File: src/design/pmgp_pkg.sv
// shared constants for the general purpose pin controller
package pmgp_pkg;

    // ==========================================================
    // pin organisation
    localparam int unsigned PMGP_PINS = 16;
    // bits 7:0 form low_voltage_pin_group (1.8 V supply),
    // bits 15:8 form high_voltage_pin_group (3.3 V supply)
    localparam int unsigned PMGP_GROUP_PINS = 8;

    // ==========================================================
    // register byte offsets
    localparam logic [7:0] PMGP_OFF_DIR = 8'h00;
    localparam logic [7:0] PMGP_OFF_PULL_EN = 8'h04;
    localparam logic [7:0] PMGP_OFF_PULL_DIR = 8'h08;
    localparam logic [7:0] PMGP_OFF_PULL_WEAK = 8'h0c;
    localparam logic [7:0] PMGP_OFF_OUT_LVL = 8'h10;
    localparam logic [7:0] PMGP_OFF_POLARITY = 8'h14;
    localparam logic [7:0] PMGP_OFF_DB_BYPASS = 8'h18;
    localparam logic [7:0] PMGP_OFF_IN_LVL = 8'h1c;
    localparam logic [7:0] PMGP_OFF_PAD_RB = 8'h20;
    localparam logic [7:0] PMGP_OFF_IRQ_STAT = 8'h24;
    localparam logic [7:0] PMGP_OFF_IRQ_MASK = 8'h28;

    // ==========================================================
    // reset values
    localparam logic [31:0] PMGP_RST_DIR = 32'h5555_5555;
    localparam logic [15:0] PMGP_RST_PULL_EN = 16'hffff;
    localparam logic [15:0] PMGP_RST_PULL_DIR = 16'h0000;
    localparam logic [15:0] PMGP_RST_PULL_WEAK = 16'hffff;
    localparam logic [15:0] PMGP_RST_OUT_LVL = 16'h0000;
    localparam logic [15:0] PMGP_RST_POLARITY = 16'h0000;
    localparam logic [15:0] PMGP_RST_DB_BYPASS = 16'h0000;
    localparam logic [15:0] PMGP_RST_IRQ_MASK = 16'hffff;

    // ==========================================================
    // pad mode codes, two bits per pin
    localparam logic [1:0] PMGP_MODE_ANALOG = 2'h0;
    localparam logic [1:0] PMGP_MODE_DIG_IN = 2'h1;
    localparam logic [1:0] PMGP_MODE_OPEN_DRAIN = 2'h2;
    localparam logic [1:0] PMGP_MODE_PUSH_PULL = 2'h3;

    // ==========================================================
    // bus answers
    localparam logic [1:0] PMGP_RESP_OKAY = 2'h0;
    localparam logic [1:0] PMGP_RESP_SLVERR = 2'h2;

    // ==========================================================
    // timing
    localparam int unsigned PMGP_CLK_NS = 25;
    localparam int unsigned PMGP_GLITCH_NS = 62_000;
    localparam int unsigned PMGP_GLITCH_CYC =
        (PMGP_GLITCH_NS + PMGP_CLK_NS - 1) / PMGP_CLK_NS;
    localparam int unsigned PMGP_DEBOUNCE_MS = 32;
    localparam int unsigned PMGP_DEBOUNCE_CYC =
        (PMGP_DEBOUNCE_MS * 1_000_000 + PMGP_CLK_NS - 1) / PMGP_CLK_NS;

endpackage : pmgp_pkg

File: src/design/pmgp_pin_filter.sv
// glitch filter followed by a bypassable debouncer for one pin
module pmgp_pin_filter
    import pmgp_pkg::*;
#(
    parameter int unsigned GLITCH_CYCLES = PMGP_GLITCH_CYC,
    parameter int unsigned DEBOUNCE_CYCLES = PMGP_DEBOUNCE_CYC
) (
    // clock and control
    input wire logic clk_i,
    input wire logic srst_i,
    input wire logic ce_i,
    // data
    input wire logic raw_i,
    input wire logic bypass_i,
    output logic filt_o
);

    localparam int unsigned GW = $clog2(GLITCH_CYCLES + 1);
    localparam int unsigned DW = $clog2(DEBOUNCE_CYCLES + 1);
    localparam logic [GW-1:0] G_LAST = GW'(GLITCH_CYCLES - 1);
    localparam logic [DW-1:0] D_LAST = DW'(DEBOUNCE_CYCLES - 1);

    if (GLITCH_CYCLES < 1 || DEBOUNCE_CYCLES < 1) begin : g_bad
        $error("filter lengths must be at least one cycle");
    end

    typedef struct packed {
        logic g_val;
        logic [GW-1:0] g_cnt;
        logic d_val;
        logic [DW-1:0] d_cnt;
        logic out;
    } pmgp_filt_t;

    pmgp_filt_t q;
    pmgp_filt_t next_q;

    // ==========================================================
    // a level is accepted only after it has stood unbroken for the
    // whole window; any return to the old level restarts the count
    always_comb begin
        next_q = q;
        if (raw_i == q.g_val) begin
            next_q.g_cnt = '0;
        end else if (q.g_cnt == G_LAST) begin
            next_q.g_val = raw_i;
            next_q.g_cnt = '0;
        end else begin
            next_q.g_cnt = q.g_cnt + 1'b1;
        end
        if (q.g_val == q.d_val) begin
            next_q.d_cnt = '0;
        end else if (q.d_cnt == D_LAST) begin
            next_q.d_val = q.g_val;
            next_q.d_cnt = '0;
        end else begin
            next_q.d_cnt = q.d_cnt + 1'b1;
        end
        next_q.out = bypass_i ? q.g_val : q.d_val;
    end

    always_ff @(posedge clk_i) begin
        if (srst_i) begin
            q <= '0;
        end else if (ce_i) begin
            q <= next_q;
        end
    end

    assign filt_o = q.out;

endmodule : pmgp_pin_filter

File: src/design/pmgp_port.sv
// sixteen general purpose pins with AXI4-Lite register access
//
// How it works
// sixteen pins, bits 7:0 at 1.8 V and bits 15:8 at 3.3 V
// reset leaves every pin a digital input with weak pull-down
// two mode bits per pin: analog, input, open-drain, push-pull
// pull enable, direction and strength bits choose the resistor
// five pad controls per pin; pad enable comes from the pad
// software reads back the level present on each pad
// an output pin drives the level software wrote for it
// glitch filter swallows input pulses shorter than 62 us
// a 32 ms debouncer follows, skipped per pin when bypassed
// per pin polarity may invert the input, active high at reset
// each pin may interrupt unless its mask bit is set
// flag sets on a change to the active level, held until cleared
// open-drain pulls low for a low level, floats for a high one
module pmgp_port
    import pmgp_pkg::*;
#(
    parameter int unsigned GLITCH_CYCLES = PMGP_GLITCH_CYC,
    parameter int unsigned DEBOUNCE_CYCLES = PMGP_DEBOUNCE_CYC
) (
    // clock, reset, enable
    input wire logic SYS_CLK_I,
    input wire logic SRST_I,
    input wire logic CE_I,
    // write address channel
    input wire logic [7:0] S_AXI_AWADDR_I,
    input wire logic [2:0] S_AXI_AWPROT_I,
    input wire logic S_AXI_AWVALID_I,
    output logic S_AXI_AWREADY_O,
    // write data channel
    input wire logic [31:0] S_AXI_WDATA_I,
    input wire logic [3:0] S_AXI_WSTRB_I,
    input wire logic S_AXI_WVALID_I,
    output logic S_AXI_WREADY_O,
    // write response channel
    output logic [1:0] S_AXI_BRESP_O,
    output logic S_AXI_BVALID_O,
    input wire logic S_AXI_BREADY_I,
    // read address channel
    input wire logic [7:0] S_AXI_ARADDR_I,
    input wire logic [2:0] S_AXI_ARPROT_I,
    input wire logic S_AXI_ARVALID_I,
    output logic S_AXI_ARREADY_O,
    // read data channel
    output logic [31:0] S_AXI_RDATA_O,
    output logic [1:0] S_AXI_RRESP_O,
    output logic S_AXI_RVALID_O,
    input wire logic S_AXI_RREADY_I,
    // pad side, one bit per pin
    input wire logic [15:0] PAD_I,
    output logic [15:0] PAD_OUT_O,
    output logic [15:0] PAD_OE_O,
    output logic [15:0] PAD_PULL_EN_O,
    output logic [15:0] PAD_PULL_DIR_O,
    output logic [15:0] PAD_PULL_WEAK_O,
    // interrupt
    output logic IRQ_O
);

    if (PMGP_PINS != 2 * PMGP_GROUP_PINS || PMGP_PINS != 16) begin : g_bad
        $error("port is built for two groups of eight pins");
    end

    // ==========================================================
    // state
    typedef struct packed {
        logic [15:0] sync1;
        logic [15:0] sync2;
        logic [31:0] dir;
        logic [15:0] pull_en;
        logic [15:0] pull_dir;
        logic [15:0] pull_weak;
        logic [15:0] out_lvl;
        logic [15:0] pol;
        logic [15:0] db_bypass;
        logic [15:0] mask;
        logic [15:0] stat;
        logic [15:0] act_prev;
        logic [15:0] pad_out;
        logic [15:0] pad_oe;
        logic irq;
        logic aw_hold;
        logic [7:0] aw_addr;
        logic w_hold;
        logic [31:0] w_data;
        logic [3:0] w_strb;
        logic bvalid;
        logic [1:0] bresp;
        logic rvalid;
        logic [31:0] rdata;
        logic [1:0] rresp;
    } pmgp_state_t;

    pmgp_state_t q;
    pmgp_state_t next_q;
    logic [15:0] filt;
    logic [15:0] raw_in;
    logic [15:0] act;

    // ==========================================================
    // helpers
    function automatic logic [31:0] strb_mask(input logic [3:0] s);
        strb_mask = {{8{s[3]}}, {8{s[2]}}, {8{s[1]}}, {8{s[0]}}};
    endfunction : strb_mask

    function automatic logic addr_ok(input logic [7:0] a);
        logic [7:0] w;
        w = a & 8'hfc;
        addr_ok = (w <= PMGP_OFF_IRQ_MASK);
    endfunction : addr_ok

    function automatic logic [31:0] reg_read(
        input pmgp_state_t s,
        input logic [7:0] a,
        input logic [15:0] in_lvl
    );
        logic [7:0] w;
        w = a & 8'hfc;
        reg_read = 32'h0;
        case (w)
            PMGP_OFF_DIR: reg_read = s.dir;
            PMGP_OFF_PULL_EN: reg_read[15:0] = s.pull_en;
            PMGP_OFF_PULL_DIR: reg_read[15:0] = s.pull_dir;
            PMGP_OFF_PULL_WEAK: reg_read[15:0] = s.pull_weak;
            PMGP_OFF_OUT_LVL: reg_read[15:0] = s.out_lvl;
            PMGP_OFF_POLARITY: reg_read[15:0] = s.pol;
            PMGP_OFF_DB_BYPASS: reg_read[15:0] = s.db_bypass;
            PMGP_OFF_IN_LVL: reg_read[15:0] = in_lvl;
            PMGP_OFF_PAD_RB: reg_read[15:0] = s.sync2;
            PMGP_OFF_IRQ_STAT: reg_read[15:0] = s.stat;
            PMGP_OFF_IRQ_MASK: reg_read[15:0] = s.mask;
            default: reg_read = 32'h0;
        endcase
    endfunction : reg_read

    // ==========================================================
    // input path per pin
    always_comb begin
        for (int i = 0; i < 16; i++) begin
            // an analog pin has its digital receiver parked low
            raw_in[i] = q.sync2[i] & (q.dir[2*i +: 2] != PMGP_MODE_ANALOG);
        end
    end

    for (genvar g = 0; g < 16; g++) begin : g_pin
        pmgp_pin_filter #(
            .GLITCH_CYCLES(GLITCH_CYCLES),
            .DEBOUNCE_CYCLES(DEBOUNCE_CYCLES)
        ) u_filt (
            .clk_i(SYS_CLK_I),
            .srst_i(SRST_I),
            .ce_i(CE_I),
            .raw_i(raw_in[g]),
            .bypass_i(q.db_bypass[g]),
            .filt_o(filt[g])
        ); // see
    end

    assign act = filt ^ q.pol;

    // ==========================================================
    // bus handshakes, all frozen while the clock enable is low
    assign S_AXI_AWREADY_O = CE_I & ~q.aw_hold;
    assign S_AXI_WREADY_O = CE_I & ~q.w_hold;
    assign S_AXI_ARREADY_O = CE_I & ~q.rvalid;
    assign S_AXI_BVALID_O = q.bvalid;
    assign S_AXI_BRESP_O = q.bresp;
    assign S_AXI_RVALID_O = q.rvalid;
    assign S_AXI_RDATA_O = q.rdata;
    assign S_AXI_RRESP_O = q.rresp;

    // ==========================================================
    // next state
    always_comb begin
        logic do_write;
        logic [31:0] m;
        logic [31:0] merged;
        logic [15:0] rise;
        logic [15:0] clr;
        logic [1:0] md;
        next_q = q;
        do_write = 1'b0;
        m = 32'h0;
        merged = 32'h0;
        clr = 16'h0;
        rise = 16'h0;
        md = 2'h0;

        // pad samples cross two flops before use
        next_q.sync1 = PAD_I;
        next_q.sync2 = q.sync1;

        // write channels may arrive in either order
        if (S_AXI_AWVALID_I && !q.aw_hold) begin
            next_q.aw_hold = 1'b1;
            next_q.aw_addr = S_AXI_AWADDR_I;
        end
        if (S_AXI_WVALID_I && !q.w_hold) begin
            next_q.w_hold = 1'b1;
            next_q.w_data = S_AXI_WDATA_I;
            next_q.w_strb = S_AXI_WSTRB_I;
        end
        if (q.bvalid && S_AXI_BREADY_I) begin
            next_q.bvalid = 1'b0;
        end

        if (q.aw_hold && q.w_hold && !q.bvalid) begin
            do_write = addr_ok(q.aw_addr);
            next_q.aw_hold = 1'b0;
            next_q.w_hold = 1'b0;
            next_q.bvalid = 1'b1;
            next_q.bresp = do_write ? PMGP_RESP_OKAY : PMGP_RESP_SLVERR;
        end

        m = strb_mask(q.w_strb);
        merged = (reg_read(q, q.aw_addr, act) & ~m) | (q.w_data & m);
        if (do_write) begin
            case (q.aw_addr & 8'hfc)
                PMGP_OFF_DIR: next_q.dir = merged;
                PMGP_OFF_PULL_EN: next_q.pull_en = merged[15:0];
                PMGP_OFF_PULL_DIR: next_q.pull_dir = merged[15:0];
                PMGP_OFF_PULL_WEAK: next_q.pull_weak = merged[15:0];
                PMGP_OFF_OUT_LVL: next_q.out_lvl = merged[15:0];
                PMGP_OFF_POLARITY: next_q.pol = merged[15:0];
                PMGP_OFF_DB_BYPASS: next_q.db_bypass = merged[15:0];
                PMGP_OFF_IRQ_MASK: next_q.mask = merged[15:0];
                PMGP_OFF_IRQ_STAT: clr = q.w_data[15:0] & m[15:0];
                default: clr = 16'h0;
            endcase
        end

        // a fresh edge beats a simultaneous write-one-to-clear
        rise = act & ~q.act_prev;
        next_q.act_prev = act;
        next_q.stat = (q.stat & ~clr) | rise;
        // masked flags stay visible but cannot reach the line
        next_q.irq = |(next_q.stat & ~next_q.mask);

        // reads answer one cycle after the address is taken
        if (q.rvalid && S_AXI_RREADY_I) begin
            next_q.rvalid = 1'b0;
        end
        if (S_AXI_ARVALID_I && !q.rvalid) begin
            next_q.rvalid = 1'b1;
            next_q.rdata = reg_read(q, S_AXI_ARADDR_I, act);
            next_q.rresp = addr_ok(S_AXI_ARADDR_I) ? PMGP_RESP_OKAY
                                                  : PMGP_RESP_SLVERR;
        end

        // pad drive from the new configuration
        for (int i = 0; i < 16; i++) begin
            md = next_q.dir[2*i +: 2];
            unique case (md)
                PMGP_MODE_PUSH_PULL: begin
                    next_q.pad_out[i] = next_q.out_lvl[i];
                    next_q.pad_oe[i] = 1'b1;
                end
                PMGP_MODE_OPEN_DRAIN: begin
                    next_q.pad_out[i] = 1'b0;
                    next_q.pad_oe[i] = ~next_q.out_lvl[i];
                end
                PMGP_MODE_ANALOG, PMGP_MODE_DIG_IN: begin
                    next_q.pad_out[i] = 1'b0;
                    next_q.pad_oe[i] = 1'b0;
                end
            endcase
        end
    end

    // ==========================================================
    // registers
    always_ff @(posedge SYS_CLK_I) begin
        if (SRST_I) begin
            q <= '0;
            q.dir <= PMGP_RST_DIR;
            q.pull_en <= PMGP_RST_PULL_EN;
            q.pull_dir <= PMGP_RST_PULL_DIR;
            q.pull_weak <= PMGP_RST_PULL_WEAK;
            q.out_lvl <= PMGP_RST_OUT_LVL;
            q.pol <= PMGP_RST_POLARITY;
            q.db_bypass <= PMGP_RST_DB_BYPASS;
            q.mask <= PMGP_RST_IRQ_MASK;
        end else if (CE_I) begin
            q <= next_q;
        end
    end

    // ==========================================================
    // pad outputs; pad enable itself is made inside the pad cell
    assign PAD_OUT_O = q.pad_out; // see
    assign PAD_OE_O = q.pad_oe;
    assign PAD_PULL_EN_O = q.pull_en;
    assign PAD_PULL_DIR_O = q.pull_dir;
    assign PAD_PULL_WEAK_O = q.pull_weak;
    assign IRQ_O = q.irq;

endmodule : pmgp_port

File: config.mk
export PLATFORM = sky130hd
export DESIGN_NAME = pmgp_port
export DESIGN_NICKNAME = d
export VERILOG_FILES = /design/src/design/pmgp_pkg.sv /design/src/design/pmgp_pin_filter.sv /design/src/design/pmgp_port.sv
export SDC_FILE = /design/constraint.sdc
export NUM_CORES = 2
export LEC_CHECK = 0
export BUFFER_PORTS_ARGS = -buffer_cell sky130_fd_sc_hd__buf_2
export CAP_MARGIN = 15
export CORE_MARGIN = 2
export CORE_UTILIZATION = 35
export CTS_CLUSTER_DIAMETER = 100
export DETAILED_ROUTE_END_ITERATION = 16
export PLACE_DENSITY = 0.55
export SYNTH_ARGS = -nofsm -noshare
export SYNTH_HDL_FRONTEND = slang
export SYNTH_HIERARCHICAL = 1
export SYNTH_SLANG_ARGS = --single-unit
File: constraint.sdc
create_clock -name SYS_CLK_I -period 3.7 [get_ports SYS_CLK_I]
set_clock_uncertainty 0.1 [all_clocks]
set_input_delay 0.74 -clock SYS_CLK_I [delete_from_list [all_inputs] [get_ports SYS_CLK_I]]
set_output_delay 0.74 -clock SYS_CLK_I [all_outputs]
set_load 0.005 [all_outputs]
==> metrics.md <==
| Metric | Value |
|---|---|
| Placeable Area | `131,000 um2` |
| Startpoint Class | `flop` |
| Largest delay contributor family on the critical path | `simple AND/OR/NAND/NOR gates` |
| Part of the power in registers | `44.0%` |
| FFs w/ async S/R, synth | `0%` |
| Number of global-route vias before repair | `38,200` |
| Max_cap viols | `0` |
| Worst Reg-to-Reg Cells | `8` |
| H-Tree Depth | `3` |
| Setup CP Type | `reg2reg` |
| Final Hold Viols | `0` |
| CTS resizes | `0` |
| Worst EP required | `4.18 ns` |
| Setup crit end kind | `flop` |
| Share of layout cells above drive strength 1 | `12.5%` |
| Overall power | `22,400 uW` |
| Top post-synthesis cells by area | `dfxtp_1 (39%), nand2_1 (5.9%), nand3_1 (5.8%)` |
| Combinational share of power | `6.0%` |
| Min Tclk post-route | `3.38 ns` |
| Fill cells | `13,400` |
| Hold Path Sink | `next_q[299]` |
| Worst-path clk slew | `0.06 ns` |
| Setup Fix Bufs, Post-CTS | `0` |
| First-pass GRT wire length | `229 mm` |
| Final critical-path share of the clock period | `between 90% and 100%` |
| Die Footprint | `135,000 um2` |
| Initial antenna violation count | `7` |
| Ant. Diodes | `0` |
| Yosys warns | `6` |
| Clk pwr share | `50.0%` |
| Crit path cell chain | `or4b_4 > or4_4 > a21oi_2 > nor2_1 > or4_1 > or4_1 > o41ai_1 > a311oi_1` |
| Routed Antenna Nets | `0` |
| First-pass DRT Iterations | `8` |
| GP Congestion | `0.979` |
| R2R Path End | `IRQ_O` |
| RSZ-0062 raised after global routing | `no` |
| DR vias | `42,400` |
| Final Slew Violations | `0` |
| Sw Ratio | `about 24%` |
| Largest net degree at the start of global routing | `65` |
| Hold Crit Start | `PAD_I[6]` |
| Final HPWL DP | `107 mm` |
| Clock Tree Root | `clkbuf_16` |
| Sw Pwr | `approximately 5500 uW` |
| Relative slew slack | `a little under two fifths` |
| Initial DRC count | `about 4,000` |
| Post-Route WL | `roughly 150 mm` |
| Peak VDD IR | `approximately 0.00040 V` |
| Most used cell, CP | `or4_1` |
| Max reg flops | `560` |
| Slew @ Worst Pin | `slightly above 0.9 ns` |
| Grt ovf | `0` |
| Pwr/cell area | `approximately 430 nW/um2` |
| # DRC | `0` |
| Worst EP arrival | `3.86 ns` |
| CTS max path bufs | `3` |
| Main synth FF type | `dfxtp_1` |
| Leading area contributor after synthesis | `dfxtp_1` |
| # nets final | `5,886` |
| Hold buffers post-CTS | `0` |
| Setup TNS | `0 ns` |
| Reg area | `18,000 um2` |
| Most flops, register | `g_pin.u_filt/q` |
| Synthesized cell area | `46,400 um2` |
| R2r setup slk | `roughly 0.32 ns` |
| DR WL/cell | `19.4 um` |
| Number of synthesized register bits | `897` |
| Clock sink total | `897` |
| Seq/Total Area, Yosys | `between 30% and 40%` |
| Buffers on Ports | `191` |
| Io pins | `between 200 and 250` |
| Max Freq | `0.296 GHz` |
| Critical Path Fanout Max | `17` |
| Post-synth EDFFs | `0` |
| Worst Path Buf+Inv | `0` |
| Status | `completed` |
| Slowest cell on crit path | `or4b_4` |
| Die W | `368 um` |
| Clock Latency Late Sink | `0.73 ns` |
| Library cells used by synthesis | `84` |
| Yosys top cell area share | `38.7%` |
| Core Rows | `133` |
| Starting Density | `35.3%` |
| CP max stage delay | `between 0.6 and 0.7 ns` |
| Clock tree from TritonCTS | `done` |
| R2R Path Start | `q[79]` |
| Vias/cell | `between 5 and 6` |
| Min-delay worst type | `in2reg` |
| Post-Synthesis Cells | `5,748` |
| Internal | `17,000 uW` |
| Total GRT Usage | `about a fifth` |
| Total CTS buffers | `107` |
| Post-layout util | `39.8%` |
| Final setup viols | `0` |
| Die height | `368 um` |
| Multi-input gate area | `25,900 um2` |
| Hold depth | `3` |
| Pleak | `0.0185 uW` |
| Post-Place Worst Slack | `0.375 ns` |
| Area delta synth->final | `12.8%` |
| Final WS setup | `0.322 ns` |
| Syn avg cell area | `8.07 um2` |
## metrics by stage
step	hold WS, ns	cells	instance area (um2)
detailed placement	0.349	7418	48500
CTS	0.127	7620	52300
finish	0.173	7620	52300
global placement	0.340	7418	48500
global route	0.155	7620	52300
floorplan	0.332	5749	46400
## metal layers
| layer | routed length, um | track usage [%] |
|---|---|---|
| met3 | 10400 | 4.17 |
| met4 | 5000 | 6.88 |
| met1 | 67500 | 29.3 |
| met2 | 65100 | 32.7 |
| met5 | 8 | 0 |
## cells in the final DEF (no fill, tap or decap), types with 20 or more instances in the layout
cell type,count
nand3_1,541
xnor2_1,95
mux2i_1,133
a211oi_1,87
mux2_2,24
xor2_1,132
or2_2,34
o21ai_0,233
nor3_1,99
o211ai_1,50
inv_1,96
a31oi_1,137
nand4_1,100
clkbuf_8,27
nor2_2,31
o31ai_1,20
ha_1,32
nand2_1,731
a21oi_1,364
nor4_1,48
buf_2,188
buf_4,109
o311ai_1,45
clkbuf_16,109
dfxtp_1,895
a22o_1,48
a21o_1,24
or3_1,32
a22oi_1,64
o21a_1,37
nand3b_1,41
and3_1,123
a41oi_1,35
nor3_4,32
nor2_1,668
## worst min-delay path: stages
cell,delay [ns]
buf_2,0.08
mux2i_1,0.06
nor2_1,0.07
## kinds of logic after synthesis
group,Yosys count,synth area share [%]
buffers and inverters,501,5.61
flip-flops,897,38.7
other,1,0.00808
adder cells (fa/ha/maj),32,0.863
AND/OR/NAND/NOR,2649,28.2
XOR/XNOR,227,4.28
AO/OA/AOI/OAI,1265,18.0
multiplexers,176,4.37
## how the worst max path moves through the flow
stage	start	endpoint	slack, ns	depth (start not counted)
2_1_floorplan	q[79]	IRQ_O	0.59	10
3_3_place_gp	q[79]	IRQ_O	0.38	8
3_5_place_dp	q[79]	IRQ_O	0.37	8
4_1_cts	q[79]	IRQ_O	0.35	8
5_1_grt	q[78]	IRQ_O	0.13	9
6_report	q[79]	IRQ_O	0.32	8
## cells in the mapped netlist, types with 32 or more instances
cell and number:
nand3b_1 41, ha_1 32, a22oi_1 64, o311ai_1 45, a31oi_1 137, nand3_1 541, nand4_1 100, xor2_1 132
o21a_1 37, buf_2 33, a22o_1 48, mux2i_1 133, nor4_1 51, buf_6 32, o21ai_0 233, a211oi_1 87
xnor2_1 95, and3_1 123, or3_1 32, clkbuf_1 202, a21oi_1 364, nand2_1 731, inv_1 96, nor3_4 32
nor3_1 99, dfxtp_1 897, a41oi_1 35, or2_2 34, buf_4 118, nor2_1 669, o211ai_1 50
## power by group through the flow
stage          clock (uW)  sequential (uW)  combinational [uW]
6_report            11200             9870                1350
4_1_cts             11500             9870                1340
5_1_grt             11900             9880                1450
2_1_floorplan           0            10000                 826
3_5_place_dp            0            10100                1330
3_3_place_gp            0            10100                1330
## final cells by class
type,instances,area share [%]
repair buffers,316,4.07
well taps,1755,4.20
inverters,99,0.710
multi-input cells,4351,49.5
flip-flops and latches,897,34.3
clock buffers,154,6.05
clock inverters,48,1.18
No activity file was read; power rests on OpenSTA's default activity.
